File: config.mk
export PLATFORM = sky130hd
export DESIGN_NAME = arc_run_control
export DESIGN_NICKNAME = d
export VERILOG_FILES = /design/src/core/arc_pkg.sv /design/src/core/arc_fifo.sv /design/src/core/arc_run_control.sv
export SDC_FILE = /design/constraint.sdc
export NUM_CORES = 1
export LEC_CHECK = 0
export ABC_AREA = 0
export BUFFER_PORTS_ARGS = -buffer_cell sky130_fd_sc_hd__buf_2
export CAP_MARGIN = 20
export CELL_PAD_IN_SITES_DETAIL_PLACEMENT = 0
export CELL_PAD_IN_SITES_GLOBAL_PLACEMENT = 1
export CORE_UTILIZATION = 50
export DETAILED_ROUTE_END_ITERATION = 8
export PLACE_DENSITY = 0.84
export SLEW_MARGIN = 30
export SYNTH_ARGS = -nofsm -noshare
export SYNTH_HDL_FRONTEND = slang
export SYNTH_SLANG_ARGS = --single-unit
File: constraint.sdc
create_clock -name ref_clk_in -period 5.22 [get_ports ref_clk_in]
set_input_delay 0.783 -clock ref_clk_in [delete_from_list [all_inputs] [get_ports ref_clk_in]]
set_output_delay 0.783 -clock ref_clk_in [all_outputs]
set_load 0.02 [all_outputs]
File: src/core/arc_pkg.sv
// Constants, codes and register map for the acquisition run control block.
// Assumes a single 100 MHz clock domain shared with the host register port.
// How it works
// - Post-trigger accepted up to 128M, 64M or 32M samples for 1, 2, 4 channels.
// - Memory size and post-trigger snap to granularity multiples, granularity being the minimum.
// - Granularity 32 for one channel or 0+2, 16 for four, 0+1 16 or 32.
// - Command code 10 at index 0 launches and loads the pending setup.
// - Command code 20 halts any running acquisition immediately.
// - Relay variants wait a programmed settling time after launch before sampling.
// - Status at index 10 reads 0 armed, 10 triggered, 20 stopped.
// - Acquisition stops by itself after the post-trigger samples are stored.
// - Command code 11 launches and raises an interrupt on completion.
// - Timeout register holds milliseconds for the interrupt launch; zero waits forever.
// - Samples go to two memory channels 0 and 1, distinct from inputs.
// - Two single-channel-module variants fill each memory channel sequentially.
// - Other variants: channel 0 sequential; channels 0 and 1 alternate into memory 0.
// - Channels 0 and 2 separate; four channels alternate 0/1 and 2/3.
// - Interlace runs channel 0 alone using two converters, standard mode only.
// - Interlace: odd samples to memory 0, even samples to memory 1.
// - Ring buffer until trigger, then post-trigger count; pretrigger is size minus post.
// - Trigger detection stays disarmed until the pretrigger portion is filled.
package arc_pkg;
    localparam logic [31:0] ARC_IDX_COMMAND = 32'h0000_0000;
    localparam logic [31:0] ARC_IDX_STATUS = 32'h0000_000A;
    localparam logic [31:0] ARC_IDX_TIMEOUT = 32'h0004_80DA;
    localparam logic [31:0] ARC_IDX_MEMSIZE = 32'h0000_2710;
    localparam logic [31:0] ARC_IDX_POSTTRIG = 32'h0000_2774;
    localparam logic [31:0] ARC_IDX_CHENABLE = 32'h0000_2AF8;
    localparam logic [31:0] ARC_IDX_SETTLE = 32'h0000_2B5C;
    localparam logic [31:0] ARC_IDX_MODE = 32'h0000_2BC0;
    localparam logic [31:0] ARC_LAUNCH_CODE = 32'h0000_000A;
    localparam logic [31:0] ARC_LAUNCH_IRQ_CODE = 32'h0000_000B;
    localparam logic [31:0] ARC_HALT_CODE = 32'h0000_0014;
    localparam logic [31:0] ARC_ARMED_STATE = 32'h0000_0000;
    localparam logic [31:0] ARC_TRIGGERED_STATE = 32'h0000_000A;
    localparam logic [31:0] ARC_FINISHED_STATE = 32'h0000_0014;
    localparam logic [31:0] ARC_MAX_POST_1CH = 32'h0800_0000;
    localparam logic [31:0] ARC_MAX_POST_2CH = 32'h0400_0000;
    localparam logic [31:0] ARC_MAX_POST_4CH = 32'h0200_0000;
    localparam logic [31:0] ARC_GRAN_32 = 32'h0000_0020;
    localparam logic [31:0] ARC_GRAN_16 = 32'h0000_0010;
    localparam logic [3:0] ARC_CH_0 = 4'h1;
    localparam logic [3:0] ARC_CH_01 = 4'h3;
    localparam logic [3:0] ARC_CH_02 = 4'h5;
    localparam logic [3:0] ARC_CH_ALL = 4'hF;
    localparam logic [31:0] ARC_RST_MEMSIZE = 32'h0000_0400;
    localparam logic [31:0] ARC_RST_POST = 32'h0000_0200;
    localparam int ARC_CLK_MHZ = 100;
    localparam int ARC_MS_CYCLES = ARC_CLK_MHZ * 1000;
    localparam int ARC_FIFO_DEPTH = 16;
    typedef enum logic [4:0] {
        ARC_ST_IDLE = 5'h01,
        ARC_ST_SETTLE = 5'h02,
        ARC_ST_PRE = 5'h04,
        ARC_ST_ARMED = 5'h08,
        ARC_ST_POST = 5'h10
    } arc_state_t;
endpackage

File: src/core/arc_fifo.sv
// Small synchronous FIFO between the sample router and memory writer.
// Assumes one clock, synchronous active-low reset.
`timescale 1ns/100ps
`default_nettype none
module arc_fifo #(
    parameter int WIDTH = 36,
    parameter int DEPTH = 16
) (
    input wire logic ref_clk_in,
    input wire logic rst_n_in,
    input wire logic in_valid_in,
    output logic in_ready_out,
    input wire logic [WIDTH-1:0] in_data_in,
    output logic out_valid_out,
    input wire logic out_ready_in,
    output logic [WIDTH-1:0] out_data_out
);
    localparam int AW = $clog2(DEPTH);
    logic [WIDTH-1:0] mem [DEPTH];
    logic [AW:0] wr_ptr, rd_ptr, next_wr_ptr, next_rd_ptr;
    logic push, pop;
    assign in_ready_out = (wr_ptr - rd_ptr) != (AW + 1)'(DEPTH);
    assign out_valid_out = wr_ptr != rd_ptr;
    assign out_data_out = mem[rd_ptr[AW-1:0]];
    always_comb begin
        push = in_valid_in && in_ready_out;
        pop = out_valid_out && out_ready_in;
        next_wr_ptr = push ? wr_ptr + 1'b1 : wr_ptr;
        next_rd_ptr = pop ? rd_ptr + 1'b1 : rd_ptr;
    end
    always_ff @(posedge ref_clk_in) begin
        if (!rst_n_in) begin
            wr_ptr <= '0;
            rd_ptr <= '0;
        end else begin
            wr_ptr <= next_wr_ptr;
            rd_ptr <= next_rd_ptr;
        end
        if (push) begin
            mem[wr_ptr[AW-1:0]] <= in_data_in;
        end
    end
endmodule
`default_nettype wire

File: src/core/arc_run_control.sv
// Run control, setup registers and memory-channel routing of the digitizer.
// Assumes the host register port and sample stream share ref_clk_in; trigger is a pin.
`timescale 1ns/100ps
`default_nettype none
module arc_run_control
    import arc_pkg::*;
#(
    parameter bit SINGLE_MODULES = 1'b0,
    parameter bit HAS_RELAYS = 1'b1,
    parameter bit HAS_INTERLACE = 1'b1,
    parameter int MS_CYCLES = ARC_MS_CYCLES
) (
    input wire logic ref_clk_in,
    input wire logic rst_n_in,
    input wire logic reg_wr_in,
    input wire logic reg_rd_in,
    input wire logic [31:0] reg_index_in,
    input wire logic [31:0] reg_wdata_in,
    output logic [31:0] reg_rdata_out,
    input wire logic trigger_in,
    input wire logic sample_valid_in,
    input wire logic [47:0] sample_data_in,
    output logic mem_valid_out,
    input wire logic mem_ready_in,
    output logic mem_chan_out,
    output logic [31:0] mem_addr_out,
    output logic [15:0] mem_data_out,
    output logic irq_out,
    output logic wait_expired_out
);
    // Pending setup, copied to active on launch except settle_ms and timeout_ms, which are used directly.
    logic [31:0] memsize, posttrig, settle_ms, timeout_ms, act_size, act_post;
    logic [3:0] chen, act_chen;
    logic interlace, act_ilace, irq_en;
    logic [31:0] next_memsize, next_posttrig, next_settle_ms, next_timeout_ms;
    logic [31:0] next_act_size, next_act_post;
    logic [3:0] next_chen, next_act_chen;
    logic next_interlace, next_act_ilace, next_irq_en;
    arc_state_t state, next_state;
    logic [31:0] wr_ptr, cnt, ms_cnt, ms_left, next_wr_ptr, next_cnt, next_ms_cnt, next_ms_left;
    logic [1:0] phase, next_phase;
    logic irq, expired, next_irq, next_expired;
    logic trig_s1, trig_s2;
    logic [31:0] gran, maxpost, wval_size, wval_post;
    logic launch, halt, store, f_ready, f_valid;
    logic [35:0] f_din, f_dout;
    logic [15:0] pick;
    logic pick_chan;
    logic [31:0] rdata;

    // Round down to the step, clamp to the limit, never below one step.
    function automatic logic [31:0] snap(input logic [31:0] v, input logic [31:0] g,
                                         input logic [31:0] lim);
        logic [31:0] r;
        r = v & ~(g - 32'h0000_0001);
        if (r > lim) begin
            r = lim;
        end
        if (r < g) begin
            r = g;
        end
        return r;
    endfunction

    always_comb begin
        case (chen)
            ARC_CH_ALL: gran = ARC_GRAN_16;
            ARC_CH_01: gran = SINGLE_MODULES ? ARC_GRAN_32 : ARC_GRAN_16;
            default: gran = ARC_GRAN_32;
        endcase
        case (chen)
            ARC_CH_ALL: maxpost = ARC_MAX_POST_4CH;
            ARC_CH_01, ARC_CH_02: maxpost = ARC_MAX_POST_2CH;
            default: maxpost = ARC_MAX_POST_1CH;
        endcase
        wval_size = snap(reg_wdata_in, gran, 32'hFFFF_FFE0);
        wval_post = snap(reg_wdata_in, gran, maxpost);
    end

    assign launch = reg_wr_in && reg_index_in == ARC_IDX_COMMAND
        && (reg_wdata_in == ARC_LAUNCH_CODE || reg_wdata_in == ARC_LAUNCH_IRQ_CODE);
    assign halt = reg_wr_in && reg_index_in == ARC_IDX_COMMAND && reg_wdata_in == ARC_HALT_CODE;

    // Setup registers, writable only while stopped.
    always_comb begin
        next_memsize = memsize;
        next_posttrig = posttrig;
        next_chen = chen;
        next_settle_ms = settle_ms;
        next_timeout_ms = timeout_ms;
        next_interlace = interlace;
        if (reg_wr_in && state == ARC_ST_IDLE) begin
            case (reg_index_in)
                ARC_IDX_MEMSIZE: next_memsize = wval_size;
                ARC_IDX_POSTTRIG: next_posttrig = wval_post;
                ARC_IDX_CHENABLE: next_chen = reg_wdata_in[3:0];
                ARC_IDX_SETTLE: next_settle_ms = reg_wdata_in;
                ARC_IDX_TIMEOUT: next_timeout_ms = reg_wdata_in;
                ARC_IDX_MODE: next_interlace = HAS_INTERLACE && reg_wdata_in[0];
                default: next_memsize = memsize;
            endcase
        end
    end

    always_ff @(posedge ref_clk_in) begin
        if (!rst_n_in) begin
            memsize <= ARC_RST_MEMSIZE;
            posttrig <= ARC_RST_POST;
            chen <= ARC_CH_0;
            settle_ms <= '0;
            timeout_ms <= '0;
            interlace <= 1'b0;
        end else begin
            memsize <= next_memsize;
            posttrig <= next_posttrig;
            chen <= next_chen;
            settle_ms <= next_settle_ms;
            timeout_ms <= next_timeout_ms;
            interlace <= next_interlace;
        end
    end

    always_ff @(posedge ref_clk_in) begin
        if (!rst_n_in) begin
            trig_s1 <= 1'b0;
            trig_s2 <= 1'b0;
        end else begin
            trig_s1 <= trigger_in;
            trig_s2 <= trig_s1;
        end
    end

    // A channel sample is stored only when the FIFO can take it; samples arriving while it is full are dropped.
    assign store = sample_valid_in && f_ready && state != ARC_ST_IDLE && state != ARC_ST_SETTLE;

    always_comb begin
        next_state = state;
        next_act_size = act_size;
        next_act_post = act_post;
        next_act_chen = act_chen;
        next_act_ilace = act_ilace;
        next_irq_en = irq_en;
        next_wr_ptr = wr_ptr;
        next_cnt = cnt;
        next_ms_cnt = ms_cnt;
        next_ms_left = ms_left;
        next_irq = irq && !reg_rd_in;
        next_expired = expired;
        if (store) begin
            next_wr_ptr = (wr_ptr + 32'h0000_0001 >= act_size) ? '0 : wr_ptr + 32'h0000_0001;
        end
        if (irq_en && timeout_ms != '0 && state != ARC_ST_IDLE) begin
            if (ms_cnt == 32'(MS_CYCLES - 1)) begin
                next_ms_cnt = '0;
                next_ms_left = ms_left - 32'h0000_0001;
            end else begin
                next_ms_cnt = ms_cnt + 32'h0000_0001;
            end
        end
        case (state)
            ARC_ST_IDLE: begin
                if (launch) begin
                    next_act_size = memsize;
                    next_act_post = posttrig;
                    next_act_chen = chen;
                    next_act_ilace = interlace && chen == ARC_CH_0;
                    next_irq_en = reg_wdata_in == ARC_LAUNCH_IRQ_CODE;
                    next_wr_ptr = '0;
                    next_cnt = '0;
                    next_ms_cnt = '0;
                    next_ms_left = timeout_ms;
                    next_expired = 1'b0;
                    next_state = (HAS_RELAYS && settle_ms != '0) ? ARC_ST_SETTLE : ARC_ST_PRE;
                end
            end
            ARC_ST_SETTLE: begin
                if (ms_cnt == 32'(MS_CYCLES - 1)) begin
                    next_ms_cnt = '0;
                    next_cnt = cnt + 32'h0000_0001;
                    if (cnt + 32'h0000_0001 >= settle_ms) begin
                        next_cnt = '0;
                        next_state = ARC_ST_PRE;
                    end
                end else begin
                    next_ms_cnt = ms_cnt + 32'h0000_0001;
                end
            end
            ARC_ST_PRE: begin
                if (store) begin
                    next_cnt = cnt + 32'h0000_0001;
                end
                if (cnt >= act_size - act_post) begin
                    next_state = ARC_ST_ARMED;
                end
            end
            ARC_ST_ARMED: begin
                if (trig_s2) begin
                    next_cnt = '0;
                    next_state = ARC_ST_POST;
                end
            end
            ARC_ST_POST: begin
                if (store) begin
                    next_cnt = cnt + 32'h0000_0001;
                    if (cnt + 32'h0000_0001 >= act_post) begin
                        next_state = ARC_ST_IDLE;
                        next_irq = irq_en;
                    end
                end
            end
            default: next_state = ARC_ST_IDLE;
        endcase
        if (state != ARC_ST_IDLE && irq_en && timeout_ms != '0 && ms_left == '0) begin
            next_expired = 1'b1;
            next_state = ARC_ST_IDLE;
        end
        if (halt) begin
            next_state = ARC_ST_IDLE;
        end
    end

    always_ff @(posedge ref_clk_in) begin
        if (!rst_n_in) begin
            state <= ARC_ST_IDLE;
            act_size <= ARC_RST_MEMSIZE;
            act_post <= ARC_RST_POST;
            act_chen <= ARC_CH_0;
            act_ilace <= 1'b0;
            irq_en <= 1'b0;
            wr_ptr <= '0;
            cnt <= '0;
            ms_cnt <= '0;
            ms_left <= '0;
            irq <= 1'b0;
            expired <= 1'b0;
            phase <= '0;
        end else begin
            state <= next_state;
            act_size <= next_act_size;
            act_post <= next_act_post;
            act_chen <= next_act_chen;
            act_ilace <= next_act_ilace;
            irq_en <= next_irq_en;
            wr_ptr <= next_wr_ptr;
            cnt <= next_cnt;
            ms_cnt <= next_ms_cnt;
            ms_left <= next_ms_left;
            irq <= next_irq;
            expired <= next_expired;
            phase <= next_phase;
        end
    end

    // Each store takes one channel sample; multi-channel sets step through phases.
    always_comb begin
        next_phase = (state == ARC_ST_IDLE) ? 2'h0 : phase;
        pick_chan = 1'b0;
        case (act_chen)
            ARC_CH_01: begin
                pick = {{4{sample_data_in[phase[0]*12+11]}}, sample_data_in[phase[0]*12 +: 12]};
                pick_chan = SINGLE_MODULES ? phase[0] : 1'b0;
            end
            ARC_CH_02: begin
                pick = {{4{sample_data_in[phase[0]*24+11]}}, sample_data_in[phase[0]*24 +: 12]};
                pick_chan = phase[0];
            end
            ARC_CH_ALL: begin
                pick = {{4{sample_data_in[phase*12+11]}}, sample_data_in[phase*12 +: 12]};
                pick_chan = phase[1];
            end
            default: begin
                pick = {{4{sample_data_in[11]}}, sample_data_in[11:0]};
                pick_chan = act_ilace ? ~wr_ptr[0] : 1'b0;
            end
        endcase
        if (store) begin
            next_phase = (act_chen == ARC_CH_ALL) ? phase + 2'h1 : {1'b0, ~phase[0]};
        end
        f_din = {pick_chan, 3'h0, pick, wr_ptr[15:0]};
    end

    arc_fifo #(.WIDTH(36), .DEPTH(ARC_FIFO_DEPTH)) u_fifo (
        .ref_clk_in(ref_clk_in),
        .rst_n_in(rst_n_in),
        .in_valid_in(store),
        .in_ready_out(f_ready),
        .in_data_in(f_din),
        .out_valid_out(f_valid),
        .out_ready_in(mem_ready_in),
        .out_data_out(f_dout)
    );

    assign mem_valid_out = f_valid;
    assign mem_chan_out = f_dout[35];
    assign mem_data_out = f_dout[31:16];
    assign mem_addr_out = {16'h0000, f_dout[15:0]};
    assign irq_out = irq;
    assign wait_expired_out = expired;

    always_comb begin
        case (reg_index_in)
            ARC_IDX_COMMAND: rdata = irq_en ? ARC_LAUNCH_IRQ_CODE : ARC_LAUNCH_CODE;
            ARC_IDX_STATUS: begin
                case (state)
                    ARC_ST_POST: rdata = ARC_TRIGGERED_STATE;
                    ARC_ST_IDLE: rdata = ARC_FINISHED_STATE;
                    default: rdata = ARC_ARMED_STATE;
                endcase
            end
            ARC_IDX_TIMEOUT: rdata = timeout_ms;
            ARC_IDX_MEMSIZE: rdata = memsize;
            ARC_IDX_POSTTRIG: rdata = posttrig;
            ARC_IDX_CHENABLE: rdata = {28'h0000000, chen};
            ARC_IDX_SETTLE: rdata = settle_ms;
            ARC_IDX_MODE: rdata = {31'h00000000, interlace};
            default: rdata = '0;
        endcase
    end

    always_ff @(posedge ref_clk_in) begin
        if (!rst_n_in) begin
            reg_rdata_out <= '0;
        end else begin
            reg_rdata_out <= rdata;
        end
    end
endmodule
`default_nettype wire

[Word level (Yosys, flattened, before mapping)]
Memory sizes are Yosys's and may differ from the RTL's. A register that Yosys moved wholly into a read port is not among the register bits.
Index checks and enable logic that the tools add are counted.
Word-level totals
  register bits after elaboration: 384
  bits in writable memories: 528
  input bits: 119
  output and inout port bits: 84
  logic and storage cells: 193
  memories kept: 1
Cells by class
  add/sub/neg operators: 13
  multiply operators: 3
  magnitude comparators: 11
  equal/unequal tests: 35
  shift operators: 3
  multiplexer cells: 58
  bitwise operators: 5
  reduce and logical (&&, ||, !) cells: 40
Memory list
  u_fifo.mem: depth 16, width 33, rd ports 1, clocked after memory_dff 1, write ports 1, line arc_fifo.sv:19  | logic [WIDTH-1:0] mem [DEPTH];
Operators with widths (count)
  $mux 32: 20
  $pmux 32 s8: 1
  $eq 32x14->1 const B: 5
  $ge 32x32->1: 4
  $pmux 32 s4: 1
  $add 32x1->32 const B: 3
  $eq 32x4->1 const B: 3
  $shiftx 48x7->12: 2
  $logic_not 32->1: 2
  $lt 32x32->1: 2
  $pmux 32 s2: 1
  $reduce_bool 32->1: 2
  $sub 32x1->32 const B: 2
  $pmux 28 s2: 1
  $pmux 16 s3: 1
  $shiftx 48x6->12: 1
  $mux 5: 7
  $and 32x32->32: 1
  $eq 32x17->1 const B: 1
  $eq 32x19->1 const B: 1
  $eq 32x5->1 const B: 1
  $gt 32x32->1: 1
  $gt 32x32->1 const B: 1
  $not 32->32: 1
  45 further kinds: 103

[Logic depth before layout (Yosys ltp)]
  depth in word-level cells: 10
  depth in mapped cells: 21
  gate-level depth less buffers: 21

[Cells and area by module]
A second synthesis with hierarchy kept.
Unflattened totals
  cells, all modules: 3544
  area total of the unflattened synthesis: 43167.7 um^2
Modules (own cells, without submodules)
  arc_fifo: times used 1, cells an instance 900, area an instance 22432.8 um^2, sequential area each 17576.9 um^2
  arc_run_control: times used 1, cells an instance 2644, area an instance 20734.9 um^2, sequential area each 7166.9 um^2

[Worst setup path before layout]
No wires, ideal clock.
  path type: reg2reg
  from: reg u_fifo.rd_ptr[1]
  to: mem u_fifo.mem[0][0] (netlist bit), enable pin
  setup time: 0.455 ns
  arrival: 4.200 ns
  required time: 4.765 ns
  path slack: 0.566 ns
  stages on the path, launching flop included: 11
  path buffers: 1
  period minus slack after synthesis: 4.654 ns
  cell sequence: dfxtp_1 inv_1 ha_1 nor2b_1 o21a_1 o211ai_1 a211oi_1 nor2_1 clkbuf_1 nand2_1 nor3_1
Between the ends
  cells in the longest elaborated chain, start to end: 8
RTL lines
  start: declaration: line arc_fifo.sv:20  | logic [AW:0] wr_ptr, rd_ptr, next_wr_ptr, next_rd_ptr;
  start signal: assignment: line arc_fifo.sv:37  | rd_ptr <= next_rd_ptr;
  $sub 5x5->5 (*): line arc_fifo.sv:22  | assign in_ready_out = (wr_ptr - rd_ptr) != (AW + 1)'(DEPTH);
  $ne 5x5->1 (*): line arc_fifo.sv:22
  $logic_and 1x1->1 (3 in series): line arc_run_control.sv:134  | assign store = sample_valid_in && f_ready && state != ARC_ST_IDLE && state != ARC_ST_SETTLE;
  $logic_and 1x1->1 (*): line arc_fifo.sv:26  | push = in_valid_in && in_ready_out;
  $mux 1 (*): line arc_fifo.sv:39  | if (push) begin
  $mux 1 (not written as such) (*): line arc_fifo.sv:40  | mem[wr_ptr[AW-1:0]] <= in_data_in;
  end: declaration: line arc_fifo.sv:19
Mark *: on every way between the ends. The rest lies on a longest branch, timed or not.

[Worst setup path after layout]
  from: reg act_post[11]
  to: reg state[1]
Between the ends
  cells in the longest elaborated chain, start to end: 4
  elaborated cells between the ends (all ways): 6
  those cells by class: add/sub: 1; order compare: 2; eq/ne: 2; reduce/logical: 1
RTL lines
  start: declaration: line arc_run_control.sv:32  | logic [31:0] memsize, posttrig, settle_ms, timeout_ms, act_size, act_post;
  start signal: assignment: line arc_run_control.sv:240  | act_post <= next_act_post;
  $sub 32x32->32: line arc_run_control.sv:192  | if (cnt >= act_size - act_post) begin
  $ge 32x32->1: line arc_run_control.sv:192
  $ne 2x2->1 (no line)
  $reduce_and 7->1 (no line) (*)
  end signal: assignment: line arc_run_control.sv:238  | state <= next_state;
  end: declaration: line arc_run_control.sv:39  | arc_state_t state, next_state;
Marked as above.
A chain may end at the register's enable or synchronous reset.

==> results_dict.tcl <==
set metrics [dict create \
    synthTopCellsByArea "edfxtp_1, dfxtp_1, mux4_2, ha_1, nand2_1" \
    slowest_stage "o31ai_1" \
    cts_root_buf "clkbuf_16" \
    insertion_delay_ns 0.68 \
    grtUsageTotal_pct 29.03 \
    start_util_pct 50.81 \
    synth_most_common_cell "edfxtp_1" \
    viasPerCell 6.092 \
    end_kind "register" \
    leakagePower_nw 15.57 \
    peakVddDrop_mv 0.2563 \
    grt_setup_unrepaired "no" \
    tightest_slew_ns 1.015 \
    ys_warn_count 0 \
    die_w_um 283.3 \
    crit_required_ns 5.79 \
    cts_tree "built" \
    detail_route.wl_per_cell_um 25.01 \
    synth.distinct_cells 80 \
    io_buffers 186 \
    synth_edf_count 480 \
    core_um2 77850 \
    max_freq_mhz 202.0 \
    via_count 28700 \
    slew_viol_final 0 \
    cts.clk_slew.worst_paths_ns 0.06 \
    hold_class "in2reg" \
    synth_top_area_share_pct 36.44 \
    start_kind "register" \
    crit_family "compound AO/OA/AOI/OAI gates" \
    fin_skew_ns 0.06865 \
    dp_hpwl_um 76170 \
    numCtsBuffers 87 \
    grt_pass1_vias 27620 \
    grt_max_degree 165 \
    seq_area_frac_synth_pct 55.27 \
    finalWirelength_um 117800 \
    cp_max_fo 6 \
    first_pass_iters 9 \
    grt_pass1_wl_um 176700 \
    ios 203 \
    die_area_um2 80240 \
    cts_hold_buf 0 \
    nNetsFinal 3879 \
    final_layout_size_suffix_gt1_share_pct 17.19 \
    cts_max_path_buffers 3 \
    synth-seq-cells 852 \
    htreeDepth 3 \
    finalCriticalPeriod_ns 4.951 \
    dr.first_iter.drc_count 3218 \
    dp.cells 4543 \
    gp_congestion 0.8592 \
    instances_no_fill 4711 \
    ys.flop_type "edfxtp_1" \
    synthesis.area_um2 39560 \
    drc 0 \
    area_growth_pct 13.54 \
    setup_violations 0 \
    maxSlewHeadroom_pct 32.32 \
    cp.arrival_ns 5.52 \
    antenna_left 0 \
    drv_cap 0 \
    grt_overflow 0 \
    avgSynthCellArea_um2 11.60 \
    fin_worst_hold_slack_ns 0.3974 \
    finalHoldViolCount 0 \
    status "completed" \
    rows 102 \
    yosysTopAreaCell "edfxtp_1" \
    grt_antenna_before_repair 7 \
    worstSetupPathType "reg2reg" \
    synth-async-reset-ratio_pct 0 \
    clock-sinks 852 \
    worst-path-buf-inv 1 \
    fp.dieH_um 283.3 \
    crit_chain "inv_1, ha_1, a21oi_1, o21ai_0, or2_2, o22a_1, a211o_1, and2_1, o21a_1, o21a_1, or2_2, ha_1, nand3_1, nor3_1, a211oi_1, o21ai_0, a31oi_1, o31ai_1, nand2_1, mux2_2" \
    synth_cells 3410 \
    synthTopCellsByCount "edfxtp_1, nand2_1, dfxtp_1" \
    p_per_area_nw_per_um2 324.5 \
    cpPeakStageDelay_ns 0.74 \
    period_share_pct 94.85 \
]
==> area by class of cell <==
class,count,area (um^2)
Fill cell,6352,32940
Sequential cell,852,21880
Multi-Input combinational cell,2254,16650
Clock buffer,121,2395
Timing Repair Buffer,267,1668
Tap cell,1040,1301
Inverter,131,504.2
Clock inverter,39,503.0
Antenna cell,7,17.52
==> state kept, by name, summed over array words and instances, names as in the netlist, 2 cells and up, named ones only <==
| signal | count |
|---|---|
| act_chen | 4 |
| act_post | 28 |
| act_size | 28 |
| chen | 4 |
| cnt | 32 |
| memsize | 28 |
| ms_cnt | 32 |
| ms_left | 32 |
| phase | 2 |
| posttrig | 28 |
| reg_rdata_out | 32 |
| settle_ms | 32 |
| state | 5 |
| timeout_ms | 32 |
| u_fifo.mem | 480 |
| u_fifo.rd_ptr | 5 |
| u_fifo.wr_ptr | 5 |
| wr_ptr | 32 |
==> stage by stage <==
stage | util [%] | total power (W) | setup WS, ns | setup TNS [ns] | cell area [um^2]
6_report | 57.69 | 0.01458 | 0.2690 | 0 | 44910
5_1_grt | 57.67 | 0.01497 | 0.03890 | 0 | 44900
4_1_cts | 57.63 | 0.01465 | 0.1440 | 0 | 44860
3_5_place_dp | 53.90 | 0.008382 | -0.1355 | -0.3403 | 41960
3_3_place_gp | 53.87 | 0.008363 | -0.005391 | -0.005391 | 41940
2_1_floorplan | - | 0.008025 | 0.5656 | 0 | 39610
==> routing by layer <==
layer,GRT usage [%],wire [um],up-vias,part of all wire (%)
met4,10.53,4483,6,3.8
met3,4.614,9353,262,7.9
li1,-,-,12980,-
met2,48.98,57810,1375,49
met1,37.82,46130,14070,39
met5,0,33,-,0.028
==> layout by cell type (no fill, tap or decap), drive strengths merged, types with 7 or more instances in the layout <==
cell	instances
and4	19
mux4	165
a21oi	304
o22ai	8
diode	7
ha	167
clkinv	29
nor3	65
o21ai	62
a211oi	41
edfxtp	480
buf	267
nand4b	7
a21o	43
and2	22
o211ai	10
a31oi	16
conb	16
a222oi	43
nand2	474
or3	25
dfxtp	372
or2	18
a22oi	24
nand3	82
nand2b	17
clkbuf	121
nand4	54
or4	16
xor2	72
nor4	40
o21a	24
xnor2	85
inv	131
nor2	223
and3	29
nor2b	21
==> worst min-delay path, cell delays in order <==
cell and delay, ns:
buf_2 0.14, nand2_1 0.06, a21oi_1 0.05
==> kinds of logic after synthesis <==
kind of cell    share of synthesized area, %
compound gates                         9.603
other cells                         0.009480
simple gates                           13.50
mux                                    9.575
flops                                  55.27
xor+xnor                               3.476
fa+ha+maj                              5.282
buf+inv                                3.287
==> power by group <==
part	total (W)	switching (W)	internal (W)
sequential	0.00716	0.0000529	0.00711
combinational	0.00109	0.000636	0.000453
clock	0.00633	0.00277	0.00355
total	0.0146	0.00346	0.0111
==> final timing paths <==
kind                                      start       endpoint  slack [ns]  cells past startpoint
worst max-delay path               act_post[11]       state[1]        0.27                     20
worst min-delay path            reg_wdata_in[1]  timeout_ms[1]        0.40                      3
worst max register to register     act_post[11]       state[1]        0.27                     20
worst min register to register          trig_s1        trig_s2        0.45                      1
==> repair_timing <==
item                                    CTS  global route
gates resized for setup                   1             4
pin swaps                                 0             1
endpoints found under the setup margin    3            13
buffers inserted                          0             0
gates cloned                              0             1
Power figures use the tool's default switching activity.
